`src/shared/prc_pkg.sv`:
```
// Shared constants, types and address helpers for the priority request control block
package prc_pkg;

  // Clock and acknowledge watchdog timing
  localparam int PRC_CLK_PERIOD_NS = 4;
  localparam int PRC_ACK_TIMEOUT_NS = 1000;
  localparam int PRC_ACK_CYCLES_INT = PRC_ACK_TIMEOUT_NS / PRC_CLK_PERIOD_NS;
  localparam int PRC_WD_W = 8;
  localparam logic [PRC_WD_W-1:0] PRC_ACK_LAST = PRC_WD_W'(PRC_ACK_CYCLES_INT - 1);

  // Request counts and widths
  localparam int PRC_NUM_INT = 10;
  localparam int PRC_NUM_CNT = 29;
  localparam int PRC_ADDR_W = 12;
  localparam int PRC_INT_IDX_W = 4;
  localparam int PRC_CNT_IDX_W = 5;

  // Bit positions of the synchronised pin bundle
  localparam int PRC_PIN_INT_LSB = 0;
  localparam int PRC_PIN_CNT_LSB = PRC_NUM_INT;
  localparam int PRC_PIN_TRAP = PRC_NUM_INT + PRC_NUM_CNT;
  localparam int PRC_PIN_PWR = PRC_PIN_TRAP + 1;
  localparam int PRC_PIN_W = PRC_PIN_PWR + 1;

  // Vector and counter address maps
  localparam logic [PRC_ADDR_W-1:0] PRC_INT_VEC_BASE = 12'h400;
  localparam logic [PRC_ADDR_W-1:0] PRC_INT_VEC_STEP = 12'h004;
  localparam logic [PRC_ADDR_W-1:0] PRC_CNT_ADDR_BASE = 12'h024;
  localparam logic [PRC_ADDR_W-1:0] PRC_CNT_ADDR_STEP = 12'h001;

  // Controller states, one-hot
  typedef enum logic [3:0] {
    PRC_START = 4'h1,
    PRC_IDLE = 4'h2,
    PRC_INT = 4'h4,
    PRC_CNT = 4'h8
  } prc_state_e;

  // Order code and instruction signals toward the sequence generator
  typedef struct packed {
    logic start;
    logic intr;
    logic cnt_instr;
  } prc_seq_s;

  // Address word placed on the processor write lines
  typedef struct packed {
    logic drive;
    logic [PRC_ADDR_W-1:0] addr;
  } prc_wl_s;

  localparam prc_seq_s PRC_SEQ_NONE = 3'h0;
  localparam prc_seq_s PRC_SEQ_START = 3'h4;
  localparam prc_seq_s PRC_SEQ_INT = 3'h2;
  localparam prc_seq_s PRC_SEQ_CNT = 3'h1;
  localparam prc_wl_s PRC_WL_IDLE = 13'h0000;

  // Vector address of an interrupt source
  function automatic logic [PRC_ADDR_W-1:0] prc_int_addr(input logic [PRC_INT_IDX_W-1:0] idx);
    return PRC_ADDR_W'(PRC_INT_VEC_BASE + PRC_ADDR_W'(idx) * PRC_INT_VEC_STEP);
  endfunction

  // Erasable location of a counter
  function automatic logic [PRC_ADDR_W-1:0] prc_cnt_addr(input logic [PRC_CNT_IDX_W-1:0] idx);
    return PRC_ADDR_W'(PRC_CNT_ADDR_BASE + PRC_ADDR_W'(idx) * PRC_CNT_ADDR_STEP);
  endfunction

endpackage

```
`src/prc_prio_enc.sv`:
```
// Fixed priority encoder, lowest index wins
module prc_prio_enc #(
  parameter int N = 2,
  parameter int IW = 1
) (
  input wire logic [N-1:0] i_req,
  output logic o_any,
  output logic [IW-1:0] o_idx
);

  // Scan from the top so the lowest set bit is written last
  always_comb begin
    o_any = 1'b0;
    o_idx = '0;
    for (int i = N - 1; i >= 0; i--) begin
      if (i_req[i]) begin
        o_any = 1'b1;
        o_idx = IW'(i);
      end
    end
  end

endmodule

```
`src/prc_priority_control.sv`:
```
// Priority control: start, interrupt and counter request arbitration

// What this block does
// [RULE_01] Interrupt sends interrupt order code and a twelve-bit vector toward the processor.
// [RULE_02] Ten interrupt vectors, each tied to one requesting function.
// [RULE_03] Vector goes onto write lines only on a read control pulse.
// [RULE_04] Fixed priority chain serves interrupts one at a time.
// [RULE_05] Decoded interrupt address from the processor advances or clears the chain.
// [RULE_06] Interrupt requests come from keyboard, telemetry and timer inputs.
// [RULE_07] Counter request sends instruction signal and twelve-bit counter address.
// [RULE_08] Counter instruction only delays the program; no interrupt entry.
// [RULE_09] Counter address goes onto write lines only on a read control pulse.
// [RULE_10] Fixed priority among 29 counters; only the winner is presented.
// [RULE_11] Decoded counter address from the processor updates counter priority.
// [RULE_12] Alarm when an incremental pulse is not serviced correctly.
// [RULE_13] Incremental pulses steer to their own counter location.
// [RULE_14] During start code, hold the time pulse generator at its final pulse.
// [RULE_15] Restart on program trap, power failure or interrupt control malfunction.
// [RULE_16] Requests stay pending until their decoded acknowledge arrives; start_req clears all pending requests except one rising in the same cycle.
// [RULE_17] New order codes are gated only at an instruction boundary; the start code is raised on start_req in any cycle.
module prc_priority_control
  import prc_pkg::*;
(
  input wire logic i_clk_sys,
  input wire logic i_resetn,
  input wire logic [PRC_NUM_INT-1:0] i_int_req,
  input wire logic [PRC_NUM_CNT-1:0] i_cnt_pulse,
  input wire logic i_trap,
  input wire logic i_power_fail,
  input wire logic i_read_pulse,
  input wire logic i_end_instr,
  input wire logic [PRC_NUM_INT-1:0] i_int_ack_dec,
  input wire logic [PRC_NUM_CNT-1:0] i_cnt_ack_dec,
  input wire logic i_start_done,
  output prc_seq_s o_seq,
  output prc_wl_s o_wl,
  output logic o_alarm,
  output logic o_final_time_pulse_hold
);

  logic [PRC_PIN_W-1:0] pin_raw;
  logic [PRC_PIN_W-1:0] pin_s;
  logic [PRC_PIN_W-1:0] pin_d;
  logic [PRC_PIN_W-1:0] pin_rise;
  logic [PRC_NUM_INT-1:0] int_rise;
  logic [PRC_NUM_CNT-1:0] cnt_rise;
  logic trap_s;
  logic pwr_s;

  prc_state_e state;
  prc_state_e next_state;
  logic [PRC_NUM_INT-1:0] int_pend;
  logic [PRC_NUM_CNT-1:0] cnt_pend;
  logic [PRC_NUM_INT-1:0] next_int_pend;
  logic [PRC_NUM_CNT-1:0] next_cnt_pend;
  logic [PRC_INT_IDX_W-1:0] int_sel;
  logic [PRC_CNT_IDX_W-1:0] cnt_sel;
  logic [PRC_WD_W-1:0] wd;

  logic int_any;
  logic cnt_any;
  logic [PRC_INT_IDX_W-1:0] int_win;
  logic [PRC_CNT_IDX_W-1:0] cnt_win;
  logic int_ack_hit;
  logic cnt_ack_hit;
  logic wd_last;
  logic int_expire;
  logic cnt_expire;
  logic cnt_overrun;
  logic start_req;
  logic serving;
  logic wl_take;
  prc_seq_s next_seq;
  prc_wl_s next_wl;
  logic next_alarm;

  // Pins come from other logic domains, so all pass the synchroniser
  assign pin_raw = {i_power_fail, i_trap, i_cnt_pulse, i_int_req};

  prc_sync #(
    .W(PRC_PIN_W)
  ) u_sync (
    .i_clk_sys(i_clk_sys),
    .i_resetn(i_resetn),
    .i_d(pin_raw),
    .o_q(pin_s)
  );

  // Delayed copy of the synchronised pins for edge detection
  always_ff @(posedge i_clk_sys) begin
    if (!i_resetn) begin
      pin_d <= '0;
    end else begin
      pin_d <= pin_s;
    end
  end

  // Each rising request is one event; a held level asks only once
  assign pin_rise = pin_s & ~pin_d;
  assign int_rise = pin_rise[PRC_PIN_INT_LSB +: PRC_NUM_INT]; // RULE_06
  assign cnt_rise = pin_rise[PRC_PIN_CNT_LSB +: PRC_NUM_CNT]; // RULE_13
  assign trap_s = pin_s[PRC_PIN_TRAP];
  assign pwr_s = pin_s[PRC_PIN_PWR];

  // Interrupt chain over the ten vectors
  prc_prio_enc #(
    .N(PRC_NUM_INT),
    .IW(PRC_INT_IDX_W)
  ) u_int_enc (
    .i_req(int_pend),
    .o_any(int_any),
    .o_idx(int_win)
  );

  // Counter chain over the 29 counter locations
  prc_prio_enc #(
    .N(PRC_NUM_CNT),
    .IW(PRC_CNT_IDX_W)
  ) u_cnt_enc (
    .i_req(cnt_pend),
    .o_any(cnt_any),
    .o_idx(cnt_win)
  );

  // Acknowledge and watchdog decode
  assign int_ack_hit = i_int_ack_dec[int_sel]; // RULE_05
  assign cnt_ack_hit = i_cnt_ack_dec[cnt_sel]; // RULE_11
  assign wd_last = (wd == PRC_ACK_LAST);
  assign int_expire = (state == PRC_INT) && wd_last && !int_ack_hit;
  assign cnt_expire = (state == PRC_CNT) && wd_last && !cnt_ack_hit;
  // A second pulse on a counter still waiting means an increment is lost
  assign cnt_overrun = |(cnt_rise & cnt_pend & ~i_cnt_ack_dec); // RULE_12

  // A stuck interrupt handshake is treated as a control malfunction
  assign start_req = trap_s | pwr_s | int_expire; // RULE_15

  // Pending latches: a new request wins over its own acknowledge
  assign next_int_pend = (start_req ? '0 : (int_pend & ~i_int_ack_dec)) | int_rise; // RULE_16
  assign next_cnt_pend = (start_req ? '0 : (cnt_pend & ~i_cnt_ack_dec)) | cnt_rise; // RULE_16

  // Controller next state
  always_comb begin
    next_state = state;
    case (state)
      PRC_START: begin
        if (i_start_done) begin
          next_state = PRC_IDLE; // RULE_14
        end
      end
      PRC_IDLE: begin
        // Counters only delay the program, so they go ahead of interrupts
        if (i_end_instr && cnt_any) begin
          next_state = PRC_CNT; // RULE_17
        end else if (i_end_instr && int_any) begin
          next_state = PRC_INT; // RULE_17
        end
      end
      PRC_INT: begin
        if (int_ack_hit) begin
          next_state = PRC_IDLE; // RULE_05
        end
      end
      PRC_CNT: begin
        if (cnt_ack_hit || cnt_expire) begin
          next_state = PRC_IDLE; // RULE_11
        end
      end
      default: begin
        next_state = PRC_START;
      end
    endcase
    if (start_req) begin
      next_state = PRC_START; // RULE_15
    end
  end

  // Outputs toward the sequence generator follow the next state
  assign next_seq = (next_state == PRC_START) ? PRC_SEQ_START :
                    (next_state == PRC_INT) ? PRC_SEQ_INT : // RULE_01
                    (next_state == PRC_CNT) ? PRC_SEQ_CNT : // RULE_08
                    PRC_SEQ_NONE;

  // Write lines are driven for one cycle after a read pulse while serving
  assign serving = (state == PRC_INT) || (state == PRC_CNT);
  assign wl_take = i_read_pulse && serving && !start_req; // RULE_03 RULE_09
  assign next_wl.drive = wl_take;
  assign next_wl.addr = !wl_take ? '0 :
                        (state == PRC_INT) ? prc_int_addr(int_sel) : // RULE_02
                        prc_cnt_addr(cnt_sel); // RULE_10
  assign next_alarm = (o_alarm & ~start_req) | cnt_overrun | cnt_expire; // RULE_12

  // State, pending bits and the served index
  always_ff @(posedge i_clk_sys) begin
    if (!i_resetn) begin
      state <= PRC_START;
      int_pend <= '0;
      cnt_pend <= '0;
      int_sel <= '0;
      cnt_sel <= '0;
    end else begin
      state <= next_state;
      int_pend <= next_int_pend;
      cnt_pend <= next_cnt_pend;
      // Winner is frozen for the whole service so only one address shows
      if (state == PRC_IDLE && next_state == PRC_INT) begin
        int_sel <= int_win; // RULE_04
      end
      if (state == PRC_IDLE && next_state == PRC_CNT) begin
        cnt_sel <= cnt_win; // RULE_10
      end
    end
  end

  // Acknowledge watchdog, restarted on every state change
  // A stalled counter only alarms and retries; a stalled interrupt forces a restart
  always_ff @(posedge i_clk_sys) begin
    if (!i_resetn) begin
      wd <= '0;
    end else if (!serving || next_state != state) begin
      wd <= '0;
    end else begin
      wd <= wd + 1'b1;
    end
  end

  // Registered outputs
  // Reset leaves the block in start with the timer held, as after a fresh start
  always_ff @(posedge i_clk_sys) begin
    if (!i_resetn) begin
      o_seq <= PRC_SEQ_START;
      o_wl <= PRC_WL_IDLE;
      o_alarm <= 1'b0;
      o_final_time_pulse_hold <= 1'b1;
    end else begin
      o_seq <= next_seq;
      o_wl <= next_wl;
      o_alarm <= next_alarm;
      o_final_time_pulse_hold <= (next_state == PRC_START); // RULE_14
    end
  end
endmodule

```
`src/prc_sync.sv`:
```
// Two flip-flop synchroniser for a bundle of pin inputs
module prc_sync #(
  parameter int W = 1
) (
  input wire logic i_clk_sys,
  input wire logic i_resetn,
  input wire logic [W-1:0] i_d,
  output logic [W-1:0] o_q
);

  logic [W-1:0] meta;

  // First stage is read only by the second stage
  always_ff @(posedge i_clk_sys) begin
    if (!i_resetn) begin
      meta <= '0;
      o_q <= '0;
    end else begin
      meta <= i_d;
      o_q <= meta;
    end
  end

endmodule

```
`config.mk`:
```
export PLATFORM = sky130hd
export DESIGN_NAME = prc_priority_control
export DESIGN_NICKNAME = d
export VERILOG_FILES = /design/src/shared/prc_pkg.sv /design/src/prc_prio_enc.sv /design/src/prc_priority_control.sv /design/src/prc_sync.sv
export SDC_FILE = /design/constraint.sdc
export NUM_CORES = 1
export LEC_CHECK = 0
export BUFFER_PORTS_ARGS = -buffer_cell sky130_fd_sc_hd__buf_2
export CORE_MARGIN = 5
export CORE_UTILIZATION = 56
export DETAILED_ROUTE_END_ITERATION = 8
export PLACE_DENSITY = 0.77
export SLEW_MARGIN = 20
export SYNTH_ARGS = -nofsm -noshare
export SYNTH_HDL_FRONTEND = slang
export SYNTH_SLANG_ARGS = --single-unit
```
`constraint.sdc`:
```
create_clock -name i_clk_sys -period 2.4 [get_ports i_clk_sys]
set_input_delay 0.72 -clock i_clk_sys [delete_from_list [all_inputs] [get_ports i_clk_sys]]
set_output_delay 0.72 -clock i_clk_sys [all_outputs]
set_load 0.05 [all_outputs]
```
* Word level (Yosys, flattened, before mapping)
Index checks and enable logic that the tools add are counted.
** Storage, ports and cells
- Word-level logic and storage cells :: 163
- Input port bits :: 85
- Output and inout port bits :: 18
- Flip-flop bits (word level) :: 199
** Cells by class
- Add/sub/neg operators :: 3
- Equal/unequal tests :: 9
- Mux-type cells :: 94
- Bitwise operators :: 17
- Reductions and logical operators :: 22
- Order comparisons :: 2
** Operators with widths (count)
- $mux W5 :: 29
- $and A29 B29 Y29 :: 3
- $mux W4 :: 16
- $mux W1 :: 42
- $and A39 B39 Y39 :: 1
- $not A39 Y39 :: 1
- $mux W29 :: 1
- $not A29 Y29 :: 1
- $or A29 B29 Y29 :: 1
- $reduce_or A29 Y1 :: 1
- $pmux W4 S4 :: 1
- $add A11 B6 Y12 const A :: 1
- $mux W12 :: 1
- $and A10 B10 Y10 :: 1
- $logic_and A1 B1 Y1 :: 10
- $mux W10 :: 1
- $not A10 Y10 :: 1
- $or A10 B10 Y10 :: 1
- $add A8 B1 Y8 const B :: 1
- $eq A4 B1 Y1 const B :: 2
- $eq A4 B3 Y1 const B :: 2
- $eq A4 B4 Y1 const B :: 2
- $eq A8 B8 Y1 const B :: 1
- $add A6 B5 Y7 const A :: 1
- 15 further kinds :: 25

* Depth between registers and ports, before layout
Gate-level depths: netlist (run 1).
- Word-level depth :: 36
- Depth in mapped cells :: 10
- Mapped depth without buffers :: 8

* Hierarchy
Synthesis (run 1) repeated with hierarchy kept, for this count alone.
** Second synthesis, totals
- Cell total of the unflattened synthesis :: 735
- Area, all modules :: 7583.5 um2
** By module, submodules not included
- prc_priority_control :: area each 4837.1 um2, cells an instance 482, sequential area each 2262.2 um2, times used 1
- prc_sync :: area each 2297.2 um2, cells an instance 172, sequential area each 1641.6 um2, times used 1
- prc_prio_enc (u_cnt_enc) :: area each 347.8 um2, cells an instance 63, sequential area each 0.0 um2, times used 1
- prc_prio_enc (u_int_enc) :: area each 101.3 um2, cells an instance 18, sequential area each 0.0 um2, times used 1

* Worst setup path before layout (run 1)
No wires, ideal clock.
- Path kind :: input port to flip-flop
- Start :: input port i_int_ack_dec[7]
- End :: register o_wl[2] in the netlist's numbering
- Cell stages on the path :: 7
- Data arrival time :: 2.113 ns
- Slack :: 0.200 ns
- Path buffers :: 1
- Required time :: 2.313 ns
- Setup time :: 0.087 ns
- Cells stage by stage :: mux2i_1 > mux4_2 > nor2_1 > o31a_1 > buf_4 > nand3_1 > a211oi_1
** Between the ends
- Cells in the longest elaborated chain, start to end :: 8
** RTL lines
- from (decl) :: line prc_priority_control.sv:32 : input wire logic [PRC_NUM_INT-1:0] i_int_ack_dec,
- $bmux W1 S4 :: line prc_priority_control.sv:126 : assign int_ack_hit = i_int_ack_dec[int_sel];
- $mux W1 (implied by the code) :: line prc_priority_control.sv:126
- $logic_not A1 Y1 :: line prc_priority_control.sv:129 : assign int_expire = (state == PRC_INT) && wd_last && !int_ack_hit;
- $logic_and A1 B1 Y1 :: line prc_priority_control.sv:129
- $or A1 B1 Y1 :: line prc_priority_control.sv:135 : assign start_req = trap_s | pwr_s | int_expire;
- $logic_not A1 Y1 :: line prc_priority_control.sv:185 : assign wl_take = i_read_pulse && serving && !start_req;
- $logic_and A1 B1 Y1 :: line prc_priority_control.sv:185
- $reduce_and A2 Y1 (no line)
- to (signal assigned) :: line prc_priority_control.sv:236 : o_wl <= next_wl;
- to (decl) :: line prc_priority_control.sv:36 : output prc_wl_s o_wl,
No other way between the ends. The select of a mux whose other input is x is not followed.
A chain may end at the register's enable or synchronous reset.

* Final worst setup path (run 1)
- Start :: register cnt_pend[20]
- End :: register int_sel[2]
** Between the ends
- Cells in the longest elaborated chain, start to end :: 27
** RTL lines
- from (decl) :: line prc_priority_control.sv:53 : logic [PRC_NUM_CNT-1:0] cnt_pend;
- from (signal assigned) :: line prc_priority_control.sv:203 : cnt_pend <= next_cnt_pend;
- $mux W1 (21 in series) :: line prc_prio_enc.sv:16 : if (i_req[i]) begin
- $logic_and A1 B1 Y1 :: line prc_priority_control.sv:152 : if (i_end_instr && cnt_any) begin
- $mux W4 :: line prc_priority_control.sv:152
- $pmux W4 S4 :: line prc_priority_control.sv:144 : case (state)
- $mux W4 :: line prc_priority_control.sv:172 : if (start_req) begin
- $eq A4 B3 Y1 :: line prc_priority_control.sv:205 : if (state == PRC_IDLE && next_state == PRC_INT) begin
- $logic_and A1 B1 Y1 :: line prc_priority_control.sv:205
- to (signal assigned) :: line prc_priority_control.sv:206 : int_sel <= int_win;
- to (decl) :: line prc_priority_control.sv:56 : logic [PRC_INT_IDX_W-1:0] int_sel;
No other way between the ends.

==> reports/results.tsv, run 1 <==
metric	value	unit
netlist.area_leader.share	52.7	%
rows	42	
globalplace.congestion	0.916	
timing.critical_path.from	cnt_pend[20]	
rr_worst_depth	6	
grt-ovfl-total	0	
htree_levels	4	
ys_warn_count	0	
synth_cell_type_count	63	
root_buffer	clkbuf_16	
critPathRequiredTime	2770	ps
drt_first_iter_violations	441	
worstHoldPathCells	1	
cts_tree	yes	
die_area	15600	µm²
reg2reg_from	cnt_pend[20]	
crit_chain	or4_4 -> or4_4 -> nor3_4 -> o211ai_4 -> nor4b_2 -> a31o_1	
seqCellArea	3910	µm²
p_leak	3.55	nW
ys_ff_latch	195	
cpMaxStageDelayCell	or4_4	
max_freq	0.428	GHz
relSlewSlack	60.5	%
status	finished, final reports clean	
crit_arrival	2700	ps
wirelength	16800	µm
hold_class	flip-flop to flip-flop	
cts_buffers	17	
clock_sinks	195	
n_fill_cell	1012	
start_kind	flip-flop	
yosys.area.top_type	dfxtp_1	
ys_seq_area_share	52.7	%
synth_area_per_cell	10.1	µm²
cts-hold-fix-buffers	0	
fin_area	8860	µm²
fin_skew	8.37	ps
power.density	742	nW/µm²
crit_type	flip-flop to flip-flop	
hold_ws	411	ps
grt_pass1_wl	27500	µm
antenna_found_initial	2	
grt_pass1_vias	5631	
multiInputGateArea	3250	µm²
rsz0062_at_grt	true	
drv_cap	0	
tightest_slew	591	ps
clkSlewWorstSetupHoldPaths	70	ps
route.detailed.wl_per_inst	16.2	µm
setup_viol	0	
io_pins	103	
dp_hpwl	12300	µm
coreArea	13100	µm²
drive_gt1_share	24.6	%
clockBufferDepth	2	
netlist_area	7400	µm²
slew_viol_final	0	
grt_max_degree	105	
route.detailed.drc	0	
io_buffers	98	
cp_max_fo	7	
dp.cells	1004	
cp-end-kind	flip-flop	
synth_edf_count	0	
synth_cells	732	
die_w	125	µm
postPlaceCellArea	8230	µm²
ir_drop	0.480	mV
ff2ff_setup_slack	70	ps
track_usage	21.7	%
fin_total_pwr	6.57	mW
num_vias	5609	
min_from	pin_d[9]	
fp.dieH	125	µm
worstSkewPairLatency	420	ps
fin_cells	1041	
final_nets	941	
diodes	0	
drt_first_pass_iters	5	
synth_flop_cell	dfxtp_1	
period_needed	2330	ps
detail-route-antenna-nets	0	
synthArstFlopShare	0	%
synthTopCellsByArea	dfxtp_1, and2_1, nand2b_1	
crit_path_frequent_cell	or4_4	
routed_via_density	5.39	
fin_util	67.7	%
fin_crit_sh	97.2	%
initial_core_util	56.6	%
cp_slowest_stage_delay	560	ps
hold_viol	0	
areaGrowthSynthToFinish	19.7	%
==> final cells by class <==
| class | instances | share of cell area [%] |
|---|---|---|
| clock inverters | 11 | 1.07 |
| multi-input cells | 471 | 36.7 |
| repair buffers | 135 | 8.95 |
| clock buffers | 21 | 5.31 |
| inverters | 32 | 1.36 |
| well taps | 176 | 2.49 |
| flip-flops and latches | 195 | 44.1 |
==> state kept, by name (all words and copies together) (netlist names) <==
| name | cells |
|---|---|
| cnt_pend | 29 |
| cnt_sel | 5 |
| int_pend | 10 |
| int_sel | 4 |
| o_alarm | 1 |
| o_final_time_pulse_hold | 1 |
| o_seq | 3 |
| o_wl | 9 |
| pin_d | 39 |
| state | 4 |
| u_sync.meta | 41 |
| u_sync.o_q | 41 |
| wd | 8 |
==> cells in the final DEF, fill, tap and decap left out, types with 4 or more instances in the layout <==
| cell | n |
|---|---|
| a211oi_1 | 6 |
| a21oi_1 | 44 |
| and2_1 | 111 |
| buf_2 | 98 |
| buf_4 | 35 |
| clkbuf_16 | 17 |
| clkinv_4 | 5 |
| conb_1 | 4 |
| dfxtp_1 | 192 |
| ha_1 | 4 |
| inv_1 | 32 |
| mux2i_1 | 10 |
| mux4_2 | 7 |
| nand2_1 | 25 |
| nand2b_1 | 39 |
| nand3_1 | 12 |
| nand3b_1 | 22 |
| nand4_1 | 5 |
| nor2_1 | 35 |
| nor3_1 | 5 |
| nor3b_1 | 19 |
| nor4_1 | 10 |
| o21ai_0 | 9 |
| o31ai_1 | 5 |
| o32a_1 | 4 |
| o32ai_1 | 10 |
| or2_2 | 8 |
| or3_1 | 10 |
| or4_1 | 4 |
| or4_4 | 4 |
| xnor2_1 | 4 |
==> logic make-up after synthesis <==
group,after synthesis,share of synthesized area [%]
AND/OR/NAND/NOR,329,27.7
flip-flops,195,52.7
AO/OA/AOI/OAI,107,10.2
buffers and inverters,69,3.82
multiplexers,20,3.94
XOR/XNOR,7,0.828
adder cells (fa/ha/maj),4,0.676
other,1,0.0507
==> cells in the mapped netlist, types with 6 or more instances <==
cell and instances:
or2_2 8, nand3b_1 22, nand3_1 13, clkbuf_1 27, dfxtp_1 195, nor2_1 35
and2_1 111, a211oi_1 6, nand2_1 26, or3_1 10, mux4_2 7, o21ai_0 10
nand2b_1 39, inv_1 32, nor3b_1 19, mux2i_1 10, or4_1 6, o32ai_1 10
a21oi_1 44, nor4_1 12
==> routing by layer <==
metal,vias to the layer above,routed length (µm),part of all wire (%),GRT usage [%]
met1,2626,7420,44,28.0
met3,36,956,5.7,5.25
met5,-,25,0.15,0
li1,2765,-,-,-
met4,4,417,2.5,8.29
met2,178,8030,48,35.6
==> worst paths after layout <==
check	end
min	int_pend[9]
max reg2reg	int_sel[2]
min reg2reg	int_pend[9]
max	int_sel[2]
==> stage by stage <==
step | setup WS (ps) | TNS, ps
final | 66.2 | 0
after global routing | -37.3 | -69.4
after CTS | 23.8 | 0
after detailed placement | -240 | -3610
after global placement | -90.4 | -1110
after floorplan | 200 | 0
==> report_power, final <==
group	switching, mW	internal (mW)
clock network	1.21	1.43
logic	0.280	0.245
registers	0.0587	3.35
total	1.55	5.03
==> worst max-delay path: cells and delay by family (launching register included) <==
family          cells  cell delay [ps]
compound gates      2              280
flops               1              340
simple gates        4             1650
==> what timing repair did <==
action	in CTS	in global routing
buffers inserted	0	5
endpoints found under the setup margin	0	31
gates resized for setup	0	10
(Power assumes the default switching activity.)
==> inputs of run 2 (changes only) <==
--- a/config.mk
+++ b/config.mk
@@ -7,9 +7,9 @@
 export LEC_CHECK = 0
 export BUFFER_PORTS_ARGS = -buffer_cell sky130_fd_sc_hd__buf_2
 export CORE_MARGIN = 5
-export CORE_UTILIZATION = 56
+export CORE_UTILIZATION = 45
 export DETAILED_ROUTE_END_ITERATION = 8
-export PLACE_DENSITY = 0.77
+export PLACE_DENSITY = 0.64
 export SLEW_MARGIN = 20
 export SYNTH_ARGS = -nofsm -noshare
 export SYNTH_HDL_FRONTEND = slang
==> run 2 against run 1 <==
Net effect: via count shrank 0.80%; die area grew 22%; fmax grew 2.0%; clock-buffer cell count shrank 4; register-to-register slack gained 50 ps; clock power grew 14%; sequential share of layout area shrank 0.88 points; sequential cell count is the same; setup slack gained 46 ps; critical path depth shrank 1.
==> reports/results.tsv, run 2 (synthesis gave the netlist of run 1 again) <==
metric	value	unit
areaGrowthSynthToFinish	22.1	%
reg.largest.list	u_sync.meta (41), u_sync.o_q (41), pin_d (39)	
num_vias	5564	
crit_path_frequent_cell	or4_4	
io_buffers	98	
ir_drop	0.567	mV
clock_sinks	195	
grt_pass1_vias	5403	
crit_path_end	int_sel[0]	
clkSlewWorstSetupHoldPaths	80	ps
rr_worst_depth	5	
route.detailed.wl_per_inst	15.6	µm
grt-ovfl-total	0	
crit_arrival	2630	ps
grt_pass1_wl	28000	µm
die_w	138	µm
rsz0062_at_grt	true	
drv_cap	0	
max_freq	0.437	GHz
dp.cells	1056	
final.setup.tns	0	ps
cts_tree	yes	
crit_cells	5	
p_leak	3.63	nW
drive_gt1_share	25.5	%
rr_endpoint	int_sel[0]	
drt_first_pass_iters	5	
antenna_found_initial	2	
routed_via_density	5.10	
fin_cells	1090	
crit_chain	or4_4 -> or4_4 -> nor3_4 -> o211ai_4 -> o41ai_2	
detail-route-antenna-nets	0	
relSlewSlack	44.7	%
fin_total_pwr	6.94	mW
power.density	767	nW/µm²
drt_first_iter_violations	264	
n_fill_cell	1464	
hold_viol	0	
coreArea	16000	µm²
multiInputGateArea	3260	µm²
ff2ff_setup_slack	110	ps
grt_max_degree	101	
tightest_slew	825	ps
slew_viol_final	0	
cp_max_fo	8	
root_buffer	clkbuf_16	
fin_crit_sh	95.3	%
seqCellArea	3910	µm²
worstSkewPairLatency	440	ps
htree_levels	4	
clockBufferDepth	2	
start_kind	flip-flop	
path_delay_family	simple AND/OR/NAND/NOR gates	
track_usage	17.9	%
dp_hpwl	12800	µm
route.detailed.drc	0	
layout_commonest_cell	dfxtp_1	
cp-end-kind	flip-flop	
globalplace.congestion	0.850	
status	finished, final reports clean	
io_pins	103	
fin_area	9040	µm²
critPathRequiredTime	2740	ps
final_nets	950	
wirelength	17100	µm
cts_buffers	17	
period_needed	2290	ps
final_cell_mix	dfxtp_1, and2_1, buf_2, buf_4, a21oi_1	
fin_skew	13.9	ps
hold_class	flip-flop to flip-flop	
cpMaxStageDelayCell	or4_4	
fin_util	56.5	%
setup_viol	0	
path_buf_inv	0	
fp.dieH	138	µm
postPlaceCellArea	8360	µm²
reg2reg_from	cnt_pend[24]	
timing.critical_path.from	cnt_pend[24]	
initial_core_util	46.3	%
die_area	19100	µm²
crit_type	flip-flop to flip-flop	
cp_slowest_stage_delay	560	ps
diodes	0	
rows	46	
run 2: cell types whose count changed in the layout (fill, tap and decap cells not counted), sizes merged:
cell and delta:
clkinvlp -2, buf +9, inv +8, bufinv +1
clkbuf -4, clkinv -3
run 2: timing repair:
action	4_1_cts	5_1_grt
setup buffers	0	2
hold buffers	0	0
hold endpoints to repair	0	0
endpoints found under the setup margin	0	36
gates resized for setup	0	8
run 2: worst min path at each step:
stage	depth (start not counted)	from	endpoint
final	1	pin_d[6]	int_pend[6]
after detailed placement	1	pin_d[8]	int_pend[8]
after floorplan	1	pin_d[0]	int_pend[0]
after global routing	1	pin_d[6]	int_pend[6]
after global placement	1	pin_d[5]	int_pend[5]
after CTS	1	pin_d[8]	int_pend[8]
run 2: layout make-up:
cell class,count,share of cell area (%)
sequential,195,43.2
multi-input combinational,471,36.0
timing repair buffer,144,9.38
clock buffer,17,4.71
tap,216,2.99
clock inverter,15,2.35
inverter,32,1.33
run 2: worst reg2reg max path: stages (launching register included):
cell	delay, ps
dfxtp_1	340
or4_4	560
or4_4	560
nor3_4	240
o211ai_4	150
o41ai_2	330
run 2: per-stage QoR:
step | hold WS, ps | worst slack [ps]
global placement | 397 | -357
floorplan | 393 | 200
CTS | 413 | 14.5
finish | 409 | 112
global route | 420 | -6.06
detailed placement | 401 | -241
run 2: metal layers:
| metal | vias to the layer above | routed length, µm | global-route usage [%] |
|---|---|---|---|
| li1 | 2785 | - | - |
| met1 | 2605 | 8080 | 24.4 |
| met2 | 142 | 7610 | 27.6 |
| met3 | 28 | 1030 | 5.00 |
| met4 | 4 | 310 | 5.88 |
| met5 | - | 21 | 0 |
run 2: power by group:
part           leakage [nW]  internal (mW)  switching [mW]
clock network         0.312           1.55            1.46
logic                  1.72          0.243           0.286
registers              1.60           3.34          0.0507
